**src/include/clk_route_pkg.sv**
```systemverilog
package clk_route_pkg;

    // register offsets on the serial port
    localparam logic [7:0] ADDR_RSVD_A = 8'h22;
    localparam logic [7:0] ADDR_OUT_SEL = 8'h23;
    localparam logic [7:0] ADDR_PWR_SEL = 8'h24;

    // values after reset
    localparam logic [7:0] RST_RSVD_A = 8'hF4;
    localparam logic [7:0] RST_OUT_SEL = 8'h8D;
    localparam logic [7:0] RST_PWR_SEL = 8'h9B;
    // writable bits of the power/free-run byte; bit 4 is reserved
    localparam logic [7:0] PWR_SEL_WMASK = 8'hEF;

    // field positions
    localparam int unsigned OUT3_SEL_LSB = 6;
    localparam int unsigned OUT2_SEL_LSB = 4;
    localparam int unsigned OUT1_SEL_LSB = 2;
    localparam int unsigned FIRST_DIVIDER_SEL_LSB = 0;
    localparam int unsigned CHIP_RUN_BIT = 7;
    localparam int unsigned REF_FREE_BIT = 6;
    localparam int unsigned FREE_CFG_BIT = 5;
    localparam int unsigned PWR_RSVD_BIT = 4;
    localparam int unsigned OUT1_STOP_BIT = 3;
    localparam int unsigned DIV4_SEL_LSB = 0;

    // output source codes
    localparam logic [1:0] SEL_THIRD_DIV = 2'h0;
    localparam logic [1:0] SEL_FIFTH_DIV = 2'h1;
    localparam logic [1:0] SEL_FIRST_DIV = 2'h2;
    localparam logic [1:0] SEL_RTC = 2'h3;
    // first divider source codes (upper bit set picks the seed)
    localparam logic [1:0] FIRST_DIVIDER_SEL_PLL = 2'h0;
    localparam logic [1:0] FIRST_DIVIDER_SEL_REF = 2'h1;
    // fourth divider source codes
    localparam logic [1:0] DIV4_SEL_PLL2 = 2'h0;
    localparam logic [1:0] DIV4_SEL_PLL3 = 2'h1;
    localparam logic [1:0] DIV4_SEL_THIRD_DIVIDER = 2'h2;
    localparam logic [1:0] DIV4_SEL_FIFTH_DIVIDER = 2'h3;

    localparam logic [3:0] BITS_PER_BYTE = 4'h8;
    // arbitrary default serial address
    localparam logic [6:0] DEF_DEV_ADDR = 7'h55;

    typedef struct packed {
        logic first_pll;
        logic reference;
        logic fourth_divider_seed_out;
        logic second_pll_channel_two;
        logic third_pll_channel_two;
        logic third_divider_seed;
        logic fifth_divider_seed;
        logic third_divider;
        logic fifth_divider;
        logic first_divider;
        logic low_power_rtc_clock;
    } src_clocks_s;

    typedef struct packed {
        logic out1;
        logic out2;
        logic out3;
        logic first_div_src;
        logic fourth_div_src;
    } route_out_s;

    typedef enum logic [3:0] {
        ST_IDLE = 4'h0,
        ST_ADDR = 4'h1,
        ST_ADDR_ACK = 4'h2,
        ST_REG = 4'h3,
        ST_REG_ACK = 4'h4,
        ST_WDATA = 4'h5,
        ST_WDATA_ACK = 4'h6,
        ST_RDATA = 4'h7,
        ST_RDATA_ACK = 4'h8
    } serial_state_e;

endpackage

```
**src/verilog/output_clock_routing_ctrl.sv**
```systemverilog
`timescale 1ns/1ps

module output_clock_routing_ctrl
    import clk_route_pkg::*;
#(
    parameter logic [6:0] DEV_ADDR = DEF_DEV_ADDR
) (
    input wire CLK_SYS,
    input wire RST_N,
    input src_clocks_s SRC_CLOCKS,
    input wire SCL,
    input wire SDA_IN,
    output logic SDA_OUT,
    output logic SDA_OE,
    output route_out_s ROUTED,
    output logic CHIP_POWER_DOWN_N,
    output logic OUT3_FREE_RUN
);

    function automatic logic out_mux(input logic [1:0] sel,
                                     input src_clocks_s c);
        case (sel)
            SEL_THIRD_DIV: out_mux = c.third_divider;
            SEL_FIFTH_DIV: out_mux = c.fifth_divider;
            SEL_FIRST_DIV: out_mux = c.first_divider;
            default: out_mux = c.low_power_rtc_clock;
        endcase
    endfunction

    function automatic logic [7:0] reg_read(input logic [7:0] a,
                                            input logic [7:0] osel,
                                            input logic [7:0] pwr);
        case (a)
            ADDR_RSVD_A: reg_read = RST_RSVD_A;
            ADDR_OUT_SEL: reg_read = osel;
            ADDR_PWR_SEL: reg_read = pwr;
            default: reg_read = 8'h00;
        endcase
    endfunction

    // clock sources are sampled: adequate for slow outputs only
    src_clocks_s src_meta_reg, src_sync_reg;
    route_out_s routed_reg, routed_next;
    logic sel_out1, sel_out2, sel_out3, sel_first_divider, sel_div4;
    logic run1, run2, run3, chip_run;

    serial_state_e state_reg, state_next;
    logic scl_meta_reg, scl_sync_reg, scl_dly_reg;
    logic sda_meta_reg, sda_sync_reg, sda_dly_reg;
    logic [3:0] cnt_reg, cnt_next;
    logic [7:0] shift_reg, shift_next;
    logic [7:0] ptr_reg, ptr_next;
    logic [7:0] out_sel_reg, out_sel_next;
    logic [7:0] pwr_reg, pwr_next;
    logic rw_reg, rw_next;
    logic oe_reg, oe_next;
    logic sda_out_reg;
    logic scl_rise, scl_fall, bus_start, bus_stop;
    logic [7:0] rd_byte;

    always_comb begin
        sel_out1 = out_mux(out_sel_reg[OUT1_SEL_LSB +: 2],
                           src_sync_reg);
        sel_out2 = out_mux(out_sel_reg[OUT2_SEL_LSB +: 2],
                           src_sync_reg);
        sel_out3 = out_mux(out_sel_reg[OUT3_SEL_LSB +: 2],
                           src_sync_reg);
        case (out_sel_reg[FIRST_DIVIDER_SEL_LSB +: 2])
            FIRST_DIVIDER_SEL_PLL: sel_first_divider = src_sync_reg.first_pll;
            FIRST_DIVIDER_SEL_REF: sel_first_divider = src_sync_reg.reference;
            default: sel_first_divider = src_sync_reg.fourth_divider_seed_out;
        endcase
        case (pwr_reg[DIV4_SEL_LSB +: 2])
            DIV4_SEL_PLL2: sel_div4 = src_sync_reg.second_pll_channel_two;
            DIV4_SEL_PLL3: sel_div4 = src_sync_reg.third_pll_channel_two;
            DIV4_SEL_THIRD_DIVIDER: sel_div4 = src_sync_reg.third_divider_seed;
            DIV4_SEL_FIFTH_DIVIDER: sel_div4 = src_sync_reg.fifth_divider_seed;
            default: sel_div4 = 1'b0;
        endcase
        // in power down only free-running outputs keep toggling
        chip_run = pwr_reg[CHIP_RUN_BIT];
        run1 = chip_run | ~pwr_reg[OUT1_STOP_BIT];
        run2 = chip_run | pwr_reg[REF_FREE_BIT];
        run3 = chip_run | (run2 & pwr_reg[FREE_CFG_BIT]);
        routed_next.out1 = sel_out1 & run1;
        routed_next.out2 = sel_out2 & run2;
        routed_next.out3 = sel_out3 & run3;
        routed_next.first_div_src = sel_first_divider & chip_run;
        routed_next.fourth_div_src = sel_div4 & chip_run;
    end

    always_ff @(posedge CLK_SYS or negedge RST_N) begin
        if (!RST_N) begin
            src_meta_reg <= '0;
            src_sync_reg <= '0;
            routed_reg <= '0;
        end else begin
            src_meta_reg <= SRC_CLOCKS;
            src_sync_reg <= src_meta_reg;
            routed_reg <= routed_next;
        end
    end

    assign scl_rise = scl_sync_reg & ~scl_dly_reg;
    assign scl_fall = ~scl_sync_reg & scl_dly_reg;
    assign bus_start = scl_sync_reg & scl_dly_reg & sda_dly_reg & ~sda_sync_reg;
    assign bus_stop = scl_sync_reg & scl_dly_reg & ~sda_dly_reg & sda_sync_reg;
    assign rd_byte = reg_read(ptr_reg, out_sel_reg, pwr_reg);

    always_comb begin
        state_next = state_reg;
        cnt_next = cnt_reg;
        shift_next = shift_reg;
        ptr_next = ptr_reg;
        out_sel_next = out_sel_reg;
        pwr_next = pwr_reg;
        rw_next = rw_reg;
        oe_next = oe_reg;
        if (bus_start) begin
            state_next = ST_ADDR;
            cnt_next = 4'h0;
            oe_next = 1'b0;
        end else if (bus_stop) begin
            state_next = ST_IDLE;
            oe_next = 1'b0;
        end else begin
            case (state_reg)
                ST_ADDR, ST_REG, ST_WDATA: begin
                    if (scl_rise) begin
                        shift_next = {shift_reg[6:0], sda_sync_reg};
                        cnt_next = cnt_reg + 4'h1;
                    end else if (scl_fall && cnt_reg == BITS_PER_BYTE) begin
                        cnt_next = 4'h0;
                        oe_next = 1'b1;
                        if (state_reg == ST_ADDR) begin
                            rw_next = shift_reg[0];
                            state_next = ST_ADDR_ACK;
                            if (shift_reg[7:1] != DEV_ADDR) begin
                                oe_next = 1'b0;
                                state_next = ST_IDLE;
                            end
                        end else if (state_reg == ST_REG) begin
                            ptr_next = shift_reg;
                            state_next = ST_REG_ACK;
                        end else begin
                            if (ptr_reg == ADDR_OUT_SEL) begin
                                out_sel_next = shift_reg;
                            end
                            if (ptr_reg == ADDR_PWR_SEL) begin
                                pwr_next = (shift_reg & PWR_SEL_WMASK)
                                    | (RST_PWR_SEL & ~PWR_SEL_WMASK);
                            end
                            ptr_next = ptr_reg + 8'h01;
                            state_next = ST_WDATA_ACK;
                        end
                    end
                end
                ST_ADDR_ACK: begin
                    if (scl_fall) begin
                        if (rw_reg) begin
                            shift_next = rd_byte;
                            oe_next = ~rd_byte[7];
                            ptr_next = ptr_reg + 8'h01;
                            state_next = ST_RDATA;
                        end else begin
                            oe_next = 1'b0;
                            state_next = ST_REG;
                        end
                    end
                end
                ST_REG_ACK, ST_WDATA_ACK: begin
                    if (scl_fall) begin
                        oe_next = 1'b0;
                        state_next = ST_WDATA;
                    end
                end
                ST_RDATA: begin
                    if (scl_rise) begin
                        cnt_next = cnt_reg + 4'h1;
                    end else if (scl_fall) begin
                        if (cnt_reg == BITS_PER_BYTE) begin
                            cnt_next = 4'h0;
                            oe_next = 1'b0;
                            state_next = ST_RDATA_ACK;
                        end else begin
                            shift_next = {shift_reg[6:0], 1'b0};
                            oe_next = ~shift_reg[6];
                        end
                    end
                end
                ST_RDATA_ACK: begin
                    if (scl_rise && sda_sync_reg) begin
                        state_next = ST_IDLE;
                    end else if (scl_fall) begin
                        shift_next = rd_byte;
                        oe_next = ~rd_byte[7];
                        ptr_next = ptr_reg + 8'h01;
                        state_next = ST_RDATA;
                    end
                end
                default: begin
                    oe_next = 1'b0;
                end
            endcase
        end
    end

    always_ff @(posedge CLK_SYS or negedge RST_N) begin
        if (!RST_N) begin
            scl_meta_reg <= 1'b1;
            scl_sync_reg <= 1'b1;
            scl_dly_reg <= 1'b1;
            sda_meta_reg <= 1'b1;
            sda_sync_reg <= 1'b1;
            sda_dly_reg <= 1'b1;
            state_reg <= ST_IDLE;
            cnt_reg <= 4'h0;
            shift_reg <= 8'h00;
            ptr_reg <= 8'h00;
            out_sel_reg <= RST_OUT_SEL;
            pwr_reg <= RST_PWR_SEL;
            rw_reg <= 1'b0;
            oe_reg <= 1'b0;
            sda_out_reg <= 1'b0;
        end else begin
            scl_meta_reg <= SCL;
            scl_sync_reg <= scl_meta_reg;
            scl_dly_reg <= scl_sync_reg;
            sda_meta_reg <= SDA_IN;
            sda_sync_reg <= sda_meta_reg;
            sda_dly_reg <= sda_sync_reg;
            state_reg <= state_next;
            cnt_reg <= cnt_next;
            shift_reg <= shift_next;
            ptr_reg <= ptr_next;
            out_sel_reg <= out_sel_next;
            pwr_reg <= pwr_next;
            rw_reg <= rw_next;
            oe_reg <= oe_next;
            sda_out_reg <= 1'b0;
        end
    end

    assign ROUTED = routed_reg;
    assign SDA_OE = oe_reg;
    assign SDA_OUT = sda_out_reg;
    assign CHIP_POWER_DOWN_N = pwr_reg[CHIP_RUN_BIT];
    assign OUT3_FREE_RUN = pwr_reg[FREE_CFG_BIT];
endmodule

```
**config.mk**
```make
export PLATFORM = sky130hd
export DESIGN_NAME = output_clock_routing_ctrl
export DESIGN_NICKNAME = d
export VERILOG_FILES = /design/src/include/clk_route_pkg.sv /design/src/verilog/output_clock_routing_ctrl.sv
export SDC_FILE = /design/constraint.sdc
export NUM_CORES = 1
export LEC_CHECK = 0
export BUFFER_PORTS_ARGS = -buffer_cell sky130_fd_sc_hd__buf_2
export CORE_MARGIN = 4
export CORE_UTILIZATION = 50
export CTS_CLUSTER_SIZE = 20
export DETAILED_ROUTE_END_ITERATION = 8
export PLACE_DENSITY = 0.68
export SLEW_MARGIN = 30
export SYNTH_ARGS = -nofsm -noshare
export SYNTH_HDL_FRONTEND = slang
export SYNTH_SLANG_ARGS = --single-unit
```
**constraint.sdc**
```tcl
create_clock -name CLK_SYS -period 2.2 [get_ports CLK_SYS]
set_clock_uncertainty 0.2 [all_clocks]
set_input_delay 0.66 -clock CLK_SYS [delete_from_list [all_inputs] [get_ports CLK_SYS]]
set_output_delay 0.66 -clock CLK_SYS [all_outputs]
set_load 0.01 [all_outputs]
```
[Yosys cells after proc, flatten, opt, wreduce, memory -nomap -nowiden]
Index checks and enable logic that the tools add are counted.
Operators by class
  multiplexer cells: 63
  eq/ne operators: 48
  add/sub/neg operators: 2
  bitwise operators: 28
  reduce and logical (&&, ||, !) cells: 21
Operators with widths (count)
  8-bit 2-to-1 mux: 16
  4-bit 2-to-1 mux: 19
  4-bit != test, second input constant: 12
  8-bit case mux with 3 select lines: 2
  8-bit case mux with 4 select lines: 1
  8-bit by 6-bit == test with 1-bit output, second input constant: 3
  2-bit != test, second input constant: 12
  8-bit AND reduction: 3
  4-bit case mux with 5 select lines: 1
  4-bit by 3-bit == test with 1-bit output, second input constant: 4
  1-bit 2-to-1 mux: 14
  1-bit bitwise AND: 13
  1-bit inverter: 12
  11-bit AND reduction: 1
  2-bit by 1-bit == test with 1-bit output, second input constant: 5
  2-bit == test, second input constant: 5
  2-bit zero test: 5
  10-bit AND reduction: 1
  1-bit case mux with 3 select lines: 3
  9-bit AND reduction: 1
  8-bit by 1-bit adder with 8-bit output, second input constant: 1
  4-bit by 2-bit == test with 1-bit output, second input constant: 2
  4-bit == test, second input constant: 2
  4-bit case mux with 2 select lines: 1
  other kinds (18): 23
Storage, ports and cells
  word-level logic and storage cells: 203
  register bits after elaboration: 74

[Longest topological paths before layout]
Gate-level depths: netlist of run 1.
  depth after elaboration: 8
  depth in mapped cells: 8
  depth with buffers taken out: 7

[Worst setup path after synthesis of run 1]
Ideal clock, no wire load.
  path kind: register -> register
  start: reg scl_dly_reg
  end: reg pwr_reg[2]
  arrival: 2.044 ns
  buffers on the path: 1
  stages on the path, launching flop included: 9
  path slack: -0.169 ns
  setup time: 0.125 ns
  cells stage by stage: dfstp_2 inv_1 ha_1 clkbuf_1 inv_1 nand3_1 nor4b_4 nand4_4 mux2_2
Between the ends
  word-level cells in the longest chain between the ends: 5
  elaborated cells between the ends (all ways): 13
RTL lines
  start, declared: RTL line output_clock_routing_ctrl.sv:48  | logic scl_meta_reg, scl_sync_reg, scl_dly_reg;
  start signal, assigned: RTL line output_clock_routing_ctrl.sv:228  | scl_dly_reg <= scl_sync_reg;
  1-bit bitwise AND: RTL line output_clock_routing_ctrl.sv:106, output_clock_routing_ctrl.sv:107
  1-bit bitwise AND, on equally long branches (2 in a row): RTL line output_clock_routing_ctrl.sv:107, output_clock_routing_ctrl.sv:106
  1-bit inverter (no line)
  8-bit AND reduction (no line) (*)
  end signal, assigned: RTL line output_clock_routing_ctrl.sv:237  | pwr_reg <= pwr_next;
  end, declared: RTL line output_clock_routing_ctrl.sv:54  | logic [7:0] pwr_reg, pwr_next;
Mark *: on every way between the ends. The rest lies on a longest branch, timed or not.
A chain may end at the register's enable or synchronous reset.

[Worst setup path after layout of run 1]
  start: reg state_reg[1]
  end: reg ptr_reg[3]
Between the ends
  word-level cells in the longest chain between the ends: 6
  elaborated cells between the ends (all ways): 20
RTL lines
  start, declared: RTL line output_clock_routing_ctrl.sv:47  | serial_state_e state_reg, state_next;
  start signal, assigned: RTL line output_clock_routing_ctrl.sv:232  | state_reg <= state_next;
  4-bit by 2-bit == test with 1-bit output: RTL line output_clock_routing_ctrl.sv:127, output_clock_routing_ctrl.sv:142
  8-bit 2-to-1 mux: RTL line output_clock_routing_ctrl.sv:142  | end else if (state_reg == ST_REG) begin
  8-bit 2-to-1 mux: RTL line output_clock_routing_ctrl.sv:135  | if (state_reg == ST_ADDR) begin
  8-bit 2-to-1 mux: RTL line output_clock_routing_ctrl.sv:132  | end else if (scl_fall && cnt_reg == BITS_PER_BYTE) begin
  8-bit 2-to-1 mux: RTL line output_clock_routing_ctrl.sv:129  | if (scl_rise) begin
  8-bit case mux with 3 select lines: RTL line output_clock_routing_ctrl.sv:127  | case (state_reg)
  end signal, assigned: RTL line output_clock_routing_ctrl.sv:235  | ptr_reg <= ptr_next;
  end, declared: RTL line output_clock_routing_ctrl.sv:52  | logic [7:0] ptr_reg, ptr_next;
Several ways; a longest one is shown, not always the timed one. The select of a mux whose other input is x is not followed.

==> impl_results.html, run 1 <==
<table>
<tr><th>Metric</th><th>Value</th></tr>
<tr><th colspan="2">Pwr</th></tr>
<tr><td>Internal</td><td>3.38 mW</td></tr>
<tr><td>Net switching power of the design</td><td>between 2 and 2.5 mW</td></tr>
<tr><td>Flop pwr share</td><td>33.5%</td></tr>
<tr><td>PD cells</td><td>1100 nW/um^2</td></tr>
<tr><td>Clock network fraction of total power</td><td>20.0%</td></tr>
<tr><td>Combinational share of power</td><td>46.5%</td></tr>
<tr><td>Total power</td><td>5.55 mW</td></tr>
<tr><td>Switching part of the total</td><td>approximately 39%</td></tr>
<tr><td>Peak supply drop</td><td>0.508 mV</td></tr>
<tr><td>Cell leakage power</td><td>2.22 nW</td></tr>
<tr><th colspan="2">Run status</th></tr>
<tr><td>Violations in the final reports</td><td>setup timing</td></tr>
<tr><td>Outcome</td><td>finished with violations</td></tr>
<tr><th colspan="2">GRT</th></tr>
<tr><td>Maximum number of pins on one net before global-route repair</td><td>35</td></tr>
<tr><td>GRT Overall Usage</td><td>23.1%</td></tr>
<tr><td>Wire length of the first global-routing pass</td><td>16000 um</td></tr>
<tr><td>Residual overflow from global routing</td><td>0</td></tr>
<tr><td>Number of antenna violations at the first check in global routing</td><td>0</td></tr>
<tr><td>Number of global-route vias before repair</td><td>3249</td></tr>
<tr><th colspan="2">Setup path</th></tr>
<tr><td>Cell Chain, Critical Path</td><td>or4b_4 -&gt; or2_4 -&gt; buf_6 -&gt; a22oi_4 -&gt; buf_12 -&gt; nor3_1 -&gt; a2bb2oi_1</td></tr>
<tr><td>Critical path class</td><td>reg -&gt; reg</td></tr>
<tr><td>Arrival time of the worst setup path</td><td>~2.3 ns</td></tr>
<tr><td>Slowest Stage Delay on Critical Path</td><td>0.55 ns</td></tr>
<tr><td>Data required time of the critical path</td><td>about 2.2 ns</td></tr>
<tr><td>Critical-path cell with the highest stage delay</td><td>sky130_fd_sc_hd__or4b_4</td></tr>
<tr><td>Startpoint kind of the worst setup timing path</td><td>register</td></tr>
<tr><td>CP Capture Type</td><td>register</td></tr>
<tr><td>Maximum net fanout on the critical path</td><td>5</td></tr>
<tr><th colspan="2">Cells and area</th></tr>
<tr><td>Ant diodes</td><td>0</td></tr>
<tr><td>Total number of nets in the final design</td><td>457</td></tr>
<tr><td>Ratio of cells with drive above 1 in the final layout</td><td>between 40% and 50%</td></tr>
<tr><td>Layout Area Growth over Synthesis</td><td>31.4%</td></tr>
<tr><th colspan="2">Floorplan</th></tr>
<tr><td>Die Y-Extent</td><td>95.6 um</td></tr>
<tr><td>Die X</td><td>95.6 um</td></tr>
<tr><td>Effective utilization at floorplan</td><td>52.0%</td></tr>
<tr><td>Core Footprint</td><td>7370 um^2</td></tr>
<tr><td>Count of standard-cell rows</td><td>31</td></tr>
<tr><td>Area of the die</td><td>9130 um^2</td></tr>
<tr><td>Io pins</td><td>24</td></tr>
<tr><th colspan="2">Synthesis</th></tr>
<tr><td>Area of the mapped netlist</td><td>3830 um^2</td></tr>
<tr><td>Post-Syn Instances</td><td>347</td></tr>
<tr><td>Synthesis warning total</td><td>0</td></tr>
<tr><td>Post-synthesis async set-or-reset flop share</td><td>100%</td></tr>
<tr><td>Count of state elements after synthesis</td><td>74</td></tr>
<tr><td>Share of synthesized area occupied by flip-flops and latches</td><td>48.7%</td></tr>
<tr><td>Syn Nets</td><td>370</td></tr>
<tr><td>Predominant post-synthesis flop cell</td><td>sky130_fd_sc_hd__dfrtp_1</td></tr>
<tr><td>Count of flip-flops with a built-in enable after synthesis</td><td>0</td></tr>
<tr><td>Average instance area after synthesis</td><td>11.1 um^2</td></tr>
<tr><td>Yosys cell types</td><td>65</td></tr>
<tr><th colspan="2">Routing</th></tr>
<tr><td>Number of nets with antenna violations after detailed routing</td><td>0</td></tr>
<tr><td>Post-detailed-routing wire length</td><td>between 9000 and 10000 um</td></tr>
<tr><td>DRT Pass-1 Iters</td><td>4</td></tr>
<tr><td>Number of vias after detailed routing</td><td>around 3200</td></tr>
<tr><td>1st-iter DRT viols</td><td>164</td></tr>
<tr><td>Wire length per cell</td><td>18.2 um</td></tr>
<tr><td>Via count normalized by instance count</td><td>5.89</td></tr>
<tr><td>DRC Markers</td><td>0</td></tr>
<tr><th colspan="2">CTS</th></tr>
<tr><td>Total clock buffers created by CTS</td><td>9</td></tr>
<tr><td>Clock transition at the registers of the reported paths</td><td>approximately 0.08 ns</td></tr>
<tr><td>Clk sinks</td><td>74</td></tr>
<tr><td>Clock latency reported for the late side of the worst-skew pair</td><td>0.36 ns</td></tr>
<tr><td>Cell at the root of the clock tree</td><td>sky130_fd_sc_hd__clkbuf_8</td></tr>
<tr><td>Number of H-tree branching levels</td><td>3</td></tr>
<tr><td>CTS tree</td><td>yes</td></tr>
<tr><td>Max Buffers Root-to-Sink</td><td>2</td></tr>
<tr><th colspan="2">Place</th></tr>
<tr><td>Final Wtd Congestion</td><td>roughly 1</td></tr>
<tr><td>Count of buffers from port buffering</td><td>22</td></tr>
<tr><td>DP HPWL</td><td>6700 um</td></tr>
<tr><td>Pre-CTS setup slack</td><td>-0.177 ns</td></tr>
<tr><th colspan="2">STA</th></tr>
<tr><td>Minimum setup slack in the final design</td><td>-0.0535 ns</td></tr>
<tr><td>Post-route minimum period</td><td>2.25 ns</td></tr>
<tr><td>Final Max Tran Viols</td><td>0</td></tr>
<tr><td>Unrepaired setup endpoints after global routing</td><td>true</td></tr>
<tr><td>Period utilisation layout</td><td>102%</td></tr>
<tr><td>Worst Tran Pin Value</td><td>0.541 ns</td></tr>
<tr><td>Upper clock frequency limit</td><td>between 0.4 and 0.5 GHz</td></tr>
<tr><td>Final Hold Viols</td><td>0</td></tr>
<tr><td>Slew headroom</td><td>~64%</td></tr>
<tr><td>Final Setup Violations</td><td>12</td></tr>
<tr><th colspan="2">Run</th></tr>
<tr><td>Max-capacitance violation count</td><td>0</td></tr>
<tr><th colspan="2">Min path</th></tr>
<tr><td>Hold Path Class</td><td>reg -&gt; reg</td></tr>
</table>
-- area by class of cell --
cell class / count / area, um^2
clock buffer: 9 / 124
fill: 533 / 2330
clock inverter: 7 / 82.6
sequential: 74 / 1870
timing repair buffer: 90 / 716
inverter: 14 / 55.1
tap: 99 / 124
multi-input combinational: 245 / 2070
-- power by group through the flow --
stage	Combinational [mW]	Sequential [mW]	Clock, mW
6_report	2.58	1.86	1.11
5_1_grt	2.79	1.89	1.21
4_1_cts	2.30	1.85	1.14
3_5_place_dp	2.07	1.87	0
3_3_place_gp	2.06	1.86	0
2_1_floorplan	1.37	1.79	0
-- metal layers --
layer,vias to the layer above,GRT usage (%),wire (um)
li1,1464,-,-
met4,0,14.0,515
met2,118,38.1,4820
met5,-,0,0
met1,1539,28.3,3940
met3,47,3.95,491
-- cell families (layout without fill, tap and decap cells) --
group                      count (synthesis)  after routing  synth area share, %
AOI/OAI and AO/OA                         91             91                 16.8
xor gates and xnor gates                   2              2                0.457
adders and majority gates                  8              8                 2.61
buffers and inverters                     28            120                 3.36
DFF                                       74             74                 48.7
muxes                                     32             32                 10.4
other                                      1              1               0.0978
and+or+nand+nor                          111            111                 17.5
-- critical path, delay by kind of cell (launching register included) --
kind	cells	cell delay (ns)
buffers and inverters	2	0.27
flip-flops	1	0.44
AND/OR/NAND/NOR	3	0.87
AO/OA/AOI/OAI	2	0.35
-- stage by stage --
step	hold slack [ns]	cell area, um^2	util, %	cells	TNS [ns]
after floorplan	0.131	3860	-	347	0
after global placement	0.132	4440	60.2	504	-1.07
after detailed placement	0.135	4440	60.2	504	-2.11
after CTS	0.154	4860	65.9	532	-0.420
after global routing	0.165	5040	68.4	538	-1.59
final	0.152	5040	68.4	538	-0.282
-- cell usage in the layout (no fill, tap or decap), types with 5 or more instances in the layout --
| master | instances |
|---|---|
| sky130_fd_sc_hd__o21ai_0 | 16 |
| sky130_fd_sc_hd__buf_6 | 6 |
| sky130_fd_sc_hd__a31oi_1 | 5 |
| sky130_fd_sc_hd__buf_4 | 57 |
| sky130_fd_sc_hd__mux2_2 | 14 |
| sky130_fd_sc_hd__clkbuf_8 | 9 |
| sky130_fd_sc_hd__buf_2 | 21 |
| sky130_fd_sc_hd__dfrtp_1 | 59 |
| sky130_fd_sc_hd__mux2_4 | 10 |
| sky130_fd_sc_hd__ha_1 | 5 |
| sky130_fd_sc_hd__nor2b_1 | 5 |
| sky130_fd_sc_hd__nand3_1 | 14 |
| sky130_fd_sc_hd__inv_1 | 9 |
| sky130_fd_sc_hd__o31ai_1 | 5 |
| sky130_fd_sc_hd__a21oi_1 | 17 |
| sky130_fd_sc_hd__o21ai_1 | 5 |
| sky130_fd_sc_hd__nor3_1 | 6 |
| sky130_fd_sc_hd__nor2_1 | 19 |
| sky130_fd_sc_hd__nand2_1 | 16 |
| sky130_fd_sc_hd__dfstp_2 | 14 |
| sky130_fd_sc_hd__nand2b_1 | 5 |
-- repair_timing --
action / CTS / global route
pin swaps: 9 / 11
hold buffers: 1 / 0
setup buffers: 11 / 5
setup endpoints to repair: 35 / 40
resized for setup: 24 / 32
cloned: 0 / 1
hold endpoints to repair: 8 / 0
-- path summary, 6_finish.rpt --
check | start | endpoint | slack (ns) | cells after the start
worst max-delay path | state_reg[1]$_DFFE_PN0P_ | ptr_reg[3]$_DFFE_PN0P_ | -0.05 | 7
worst min-delay path | src_meta_reg[9]$_DFF_PN0_ | src_sync_reg[9]$_DFF_PN0_ | 0.15 | 0
worst max register to register | state_reg[1]$_DFFE_PN0P_ | ptr_reg[3]$_DFFE_PN0P_ | -0.05 | 7
worst min register to register | src_meta_reg[9]$_DFF_PN0_ | src_sync_reg[9]$_DFF_PN0_ | 0.15 | 0
max in group asynchronous | RST_N | out_sel_reg[2]$_DFFE_PN1P_ | 0.81 | 3
min in group asynchronous | RST_N | state_reg[2]$_DFFE_PN0P_ | 0.48 | 2
-- synthesized netlist by cell type (4+ instances only) --
library cell | number | share of area, %
sky130_fd_sc_hd__dfrtp_1 | 60 | 39
sky130_fd_sc_hd__mux2_2 | 24 | 7.0
sky130_fd_sc_hd__nor2_1 | 21 | 2.1
sky130_fd_sc_hd__a21oi_1 | 19 | 2.5
sky130_fd_sc_hd__o21ai_0 | 18 | 2.3
sky130_fd_sc_hd__nand2_1 | 17 | 1.7
sky130_fd_sc_hd__nand3_1 | 15 | 2.0
sky130_fd_sc_hd__dfstp_2 | 14 | 9.6
sky130_fd_sc_hd__inv_1 | 14 | 1.4
sky130_fd_sc_hd__ha_1 | 8 | 2.6
sky130_fd_sc_hd__nor3_1 | 8 | 1.0
sky130_fd_sc_hd__buf_2 | 7 | 0.91
sky130_fd_sc_hd__o31ai_1 | 7 | 1.4
sky130_fd_sc_hd__a31oi_1 | 6 | 0.98
sky130_fd_sc_hd__and2_1 | 6 | 0.98
sky130_fd_sc_hd__nand2b_1 | 6 | 0.98
sky130_fd_sc_hd__a2bb2oi_1 | 5 | 1.1
sky130_fd_sc_hd__nor2b_1 | 5 | 0.82
sky130_fd_sc_hd__a22o_1 | 4 | 0.91
sky130_fd_sc_hd__and3_1 | 4 | 0.65
sky130_fd_sc_hd__and3_2 | 4 | 0.78
sky130_fd_sc_hd__clkbuf_1 | 4 | 0.39
sky130_fd_sc_hd__mux2i_1 | 4 | 1.0
sky130_fd_sc_hd__mux4_2 | 4 | 2.3
Note: power is estimated with default switching activity, not from simulation.
==> inputs of run 2 (changes only) <==
Settings changed: PLACE_DENSITY 0.68 to 0.66.
Clock period 2.2 ns to 2.4 ns, I/O delays scaled along.
==> impl_results.html, run 2 (synthesis gave the netlist of run 1 again) <==
<table>
<tr><th>Metric</th><th>Value</th></tr>
<tr><th colspan="2">Setup path</th></tr>
<tr><td>Reg-to-Reg End</td><td>shift_reg[6]$_DFFE_PN0P_</td></tr>
<tr><td>Slowest Stage Delay on Critical Path</td><td>0.57 ns</td></tr>
<tr><td>Reg-to-Reg Start</td><td>scl_sync_reg$_DFF_PN1_</td></tr>
<tr><td>Cell type group with the largest total delay on the critical path</td><td>flip-flops</td></tr>
<tr><td>Startpoint kind of the worst setup timing path</td><td>register</td></tr>
<tr><td>Buffers &amp; Inverters on Critical Path</td><td>1</td></tr>
<tr><td>Cell Chain, Critical Path</td><td>ha_2 -&gt; buf_4 -&gt; nor2b_1 -&gt; a31oi_1 -&gt; o22ai_1 -&gt; nand3_4 -&gt; mux2_2</td></tr>
<tr><td>Critical-path cell with the highest stage delay</td><td>sky130_fd_sc_hd__dfstp_2</td></tr>
<tr><td>CP Capture Type</td><td>register</td></tr>
<tr><td>Worst R2R Path Depth</td><td>7</td></tr>
<tr><td>Worst R2R Setup Slack</td><td>0.06 ns</td></tr>
<tr><td>Arrival time of the worst setup path</td><td>2.38 ns</td></tr>
<tr><td>Data required time of the critical path</td><td>about 2.4 ns</td></tr>
<tr><td>Maximum net fanout on the critical path</td><td>8</td></tr>
<tr><td>Critical path class</td><td>reg -&gt; reg</td></tr>
<tr><th colspan="2">STA</th></tr>
<tr><td>Slew headroom</td><td>62.3%</td></tr>
<tr><td>Period utilisation layout</td><td>97.5%</td></tr>
<tr><td>Post-route minimum period</td><td>2.34 ns</td></tr>
<tr><td>Upper clock frequency limit</td><td>0.428 GHz</td></tr>
<tr><td>Worst Tran Pin Value</td><td>0.565 ns</td></tr>
<tr><td>Final Max Tran Viols</td><td>0</td></tr>
<tr><td>Final Hold Viols</td><td>0</td></tr>
<tr><td>Final Setup Violations</td><td>0</td></tr>
<tr><th colspan="2">Floorplan</th></tr>
<tr><td>Io pins</td><td>24</td></tr>
<tr><td>Area of the die</td><td>9130 um^2</td></tr>
<tr><td>Die X</td><td>95.6 um</td></tr>
<tr><td>Core Footprint</td><td>7370 um^2</td></tr>
<tr><td>Effective utilization at floorplan</td><td>52.0%</td></tr>
<tr><td>Die Y-Extent</td><td>roughly 96 um</td></tr>
<tr><td>Count of standard-cell rows</td><td>31</td></tr>
<tr><th colspan="2">Routing</th></tr>
<tr><td>Number of vias after detailed routing</td><td>between 2000 and 3000</td></tr>
<tr><td>Wire length per cell</td><td>17.9 um</td></tr>
<tr><td>Number of nets with antenna violations after detailed routing</td><td>0</td></tr>
<tr><td>Via count normalized by instance count</td><td>about 6</td></tr>
<tr><td>DRC Markers</td><td>0</td></tr>
<tr><td>Post-detailed-routing wire length</td><td>around 9000 um</td></tr>
<tr><td>DRT Pass-1 Iters</td><td>4</td></tr>
<tr><td>1st-iter DRT viols</td><td>approximately 210</td></tr>
<tr><th colspan="2">Place</th></tr>
<tr><td>DP HPWL</td><td>6250 um</td></tr>
<tr><td>Count of buffers from port buffering</td><td>22</td></tr>
<tr><td>Final Wtd Congestion</td><td>0.895</td></tr>
<tr><td>DP Cell Count</td><td>474</td></tr>
<tr><th colspan="2">GRT</th></tr>
<tr><td>Number of global-route vias before repair</td><td>2901</td></tr>
<tr><td>Wire length of the first global-routing pass</td><td>approximately 15000 um</td></tr>
<tr><td>Residual overflow from global routing</td><td>0</td></tr>
<tr><td>Maximum number of pins on one net before global-route repair</td><td>35</td></tr>
<tr><td>Number of antenna violations at the first check in global routing</td><td>0</td></tr>
<tr><td>GRT Overall Usage</td><td>20.9%</td></tr>
<tr><th colspan="2">Cells and area</th></tr>
<tr><td>Most frequent cells in the layout</td><td>59 x sky130_fd_sc_hd__dfrtp_1, 25 x sky130_fd_sc_hd__buf_4, 24 x sky130_fd_sc_hd__mux2_2</td></tr>
<tr><td>Ant diodes</td><td>0</td></tr>
<tr><td>Ratio of cells with drive above 1 in the final layout</td><td>around a third</td></tr>
<tr><td>Filler Cells Inserted</td><td>610</td></tr>
<tr><td>Layout Area Growth over Synthesis</td><td>15.7%</td></tr>
<tr><td>Count of placed standard cells in the final layout, fillers left out</td><td>496</td></tr>
<tr><td>Most common library cell in the layout ignoring fill and taps</td><td>sky130_fd_sc_hd__dfrtp_1</td></tr>
<tr><td>Total number of nets in the final design</td><td>415</td></tr>
<tr><th colspan="2">Run status</th></tr>
<tr><td>Outcome</td><td>finished, final reports clean</td></tr>
<tr><th colspan="2">Pwr</th></tr>
<tr><td>PD cells</td><td>between 900 and 1000 nW/um^2</td></tr>
<tr><td>Total power</td><td>4.40 mW</td></tr>
<tr><td>Peak supply drop</td><td>~0.48 mV</td></tr>
<tr><td>Cell leakage power</td><td>1.93 nW</td></tr>
<tr><th colspan="2">Run</th></tr>
<tr><td>Max-capacitance violation count</td><td>0</td></tr>
<tr><th colspan="2">CTS</th></tr>
<tr><td>Cell at the root of the clock tree</td><td>sky130_fd_sc_hd__clkbuf_8</td></tr>
<tr><td>CTS tree</td><td>yes</td></tr>
<tr><td>Clock latency reported for the late side of the worst-skew pair</td><td>around 0.36 ns</td></tr>
<tr><td>Max Buffers Root-to-Sink</td><td>2</td></tr>
<tr><td>Total clock buffers created by CTS</td><td>9</td></tr>
<tr><td>Clock transition at the registers of the reported paths</td><td>0.09 ns</td></tr>
<tr><td>Clk sinks</td><td>between 70 and 80</td></tr>
<tr><td>Number of H-tree branching levels</td><td>3</td></tr>
<tr><th colspan="2">Min path</th></tr>
<tr><td>Hold Path Class</td><td>in -&gt; async</td></tr>
</table>
run 2: cell types whose count changed in the layout (fill, tap and decap cells not counted), sizes merged:
cell / before / now
clkinv: 0 / 4
dlygate4sd3: 1 / 0
inv: 18 / 14
bufinv: 1 / 0
buf: 88 / 48
run 2: repair_timing:
action                     4_1_cts  5_1_grt
hold buffers                     0        0
pin swaps                        1        2
setup endpoints to repair       13       18
buffers inserted                 1        5
resized for setup                2        9
hold endpoints to repair         0        0
run 2: worst max-delay path by stage:
stage / from / endpoint / slack, ns / depth (start not counted)
2_1_floorplan: scl_dly_reg$_DFF_PN1_ / pwr_reg[2]$_DFFE_PN0P_ / 0.03 / 8
3_3_place_gp: scl_dly_reg$_DFF_PN1_ / pwr_reg[5]$_DFFE_PN0P_ / 0.01 / 7
3_5_place_dp: scl_dly_reg$_DFF_PN1_ / pwr_reg[2]$_DFFE_PN0P_ / -0.08 / 7
4_1_cts: scl_dly_reg$_DFF_PN1_ / ptr_reg[0]$_DFFE_PN0P_ / 0.02 / 7
5_1_grt: scl_sync_reg$_DFF_PN1_ / shift_reg[6]$_DFFE_PN0P_ / -0.02 / 7
6_report: scl_sync_reg$_DFF_PN1_ / shift_reg[6]$_DFFE_PN0P_ / 0.06 / 7
run 2: per-stage QoR:
step                      setup WS, ns  cell area (um^2)  setup TNS, ns  utilization (%)  hold WS (ns)
after global routing           -0.0206              4440        -0.0536             60.2        0.0565
after global placement          0.0146              4160              0             56.4         0.133
after CTS                       0.0249              4350              0             59.1        0.0462
after detailed placement       -0.0806              4160         -0.344             56.4         0.135
after floorplan                 0.0310              3830              0                -         0.131
final                           0.0611              4440              0             60.2        0.0446
run 2: area by class of cell:
type	count	area, um^2	area share (%)
Clock buffer	10	138	3.10
Inverter	14	52.6	1.18
Timing Repair Buffer	48	333	7.50
Clock inverter	6	42.5	0.959
Multi-Input combinational cell	245	1880	42.3
Tap cell	99	124	2.79
Sequential cell	74	1870	42.2
run 2: report_power, final:
part           switching, mW  internal [mW]
combinational          0.956          0.811
sequential             0.315           1.44
clock                  0.474          0.402
run 2: metal layers:
layer | up-vias | part of all wire [%] | GRT usage (%)
li1 | 1371 | - | -
met1 | 1479 | 47 | 29.7
met2 | 94 | 46 | 31.6
met3 | 21 | 4.7 | 5.13
met4 | 0 | 2.2 | 6.40
met5 | - | 0 | 0
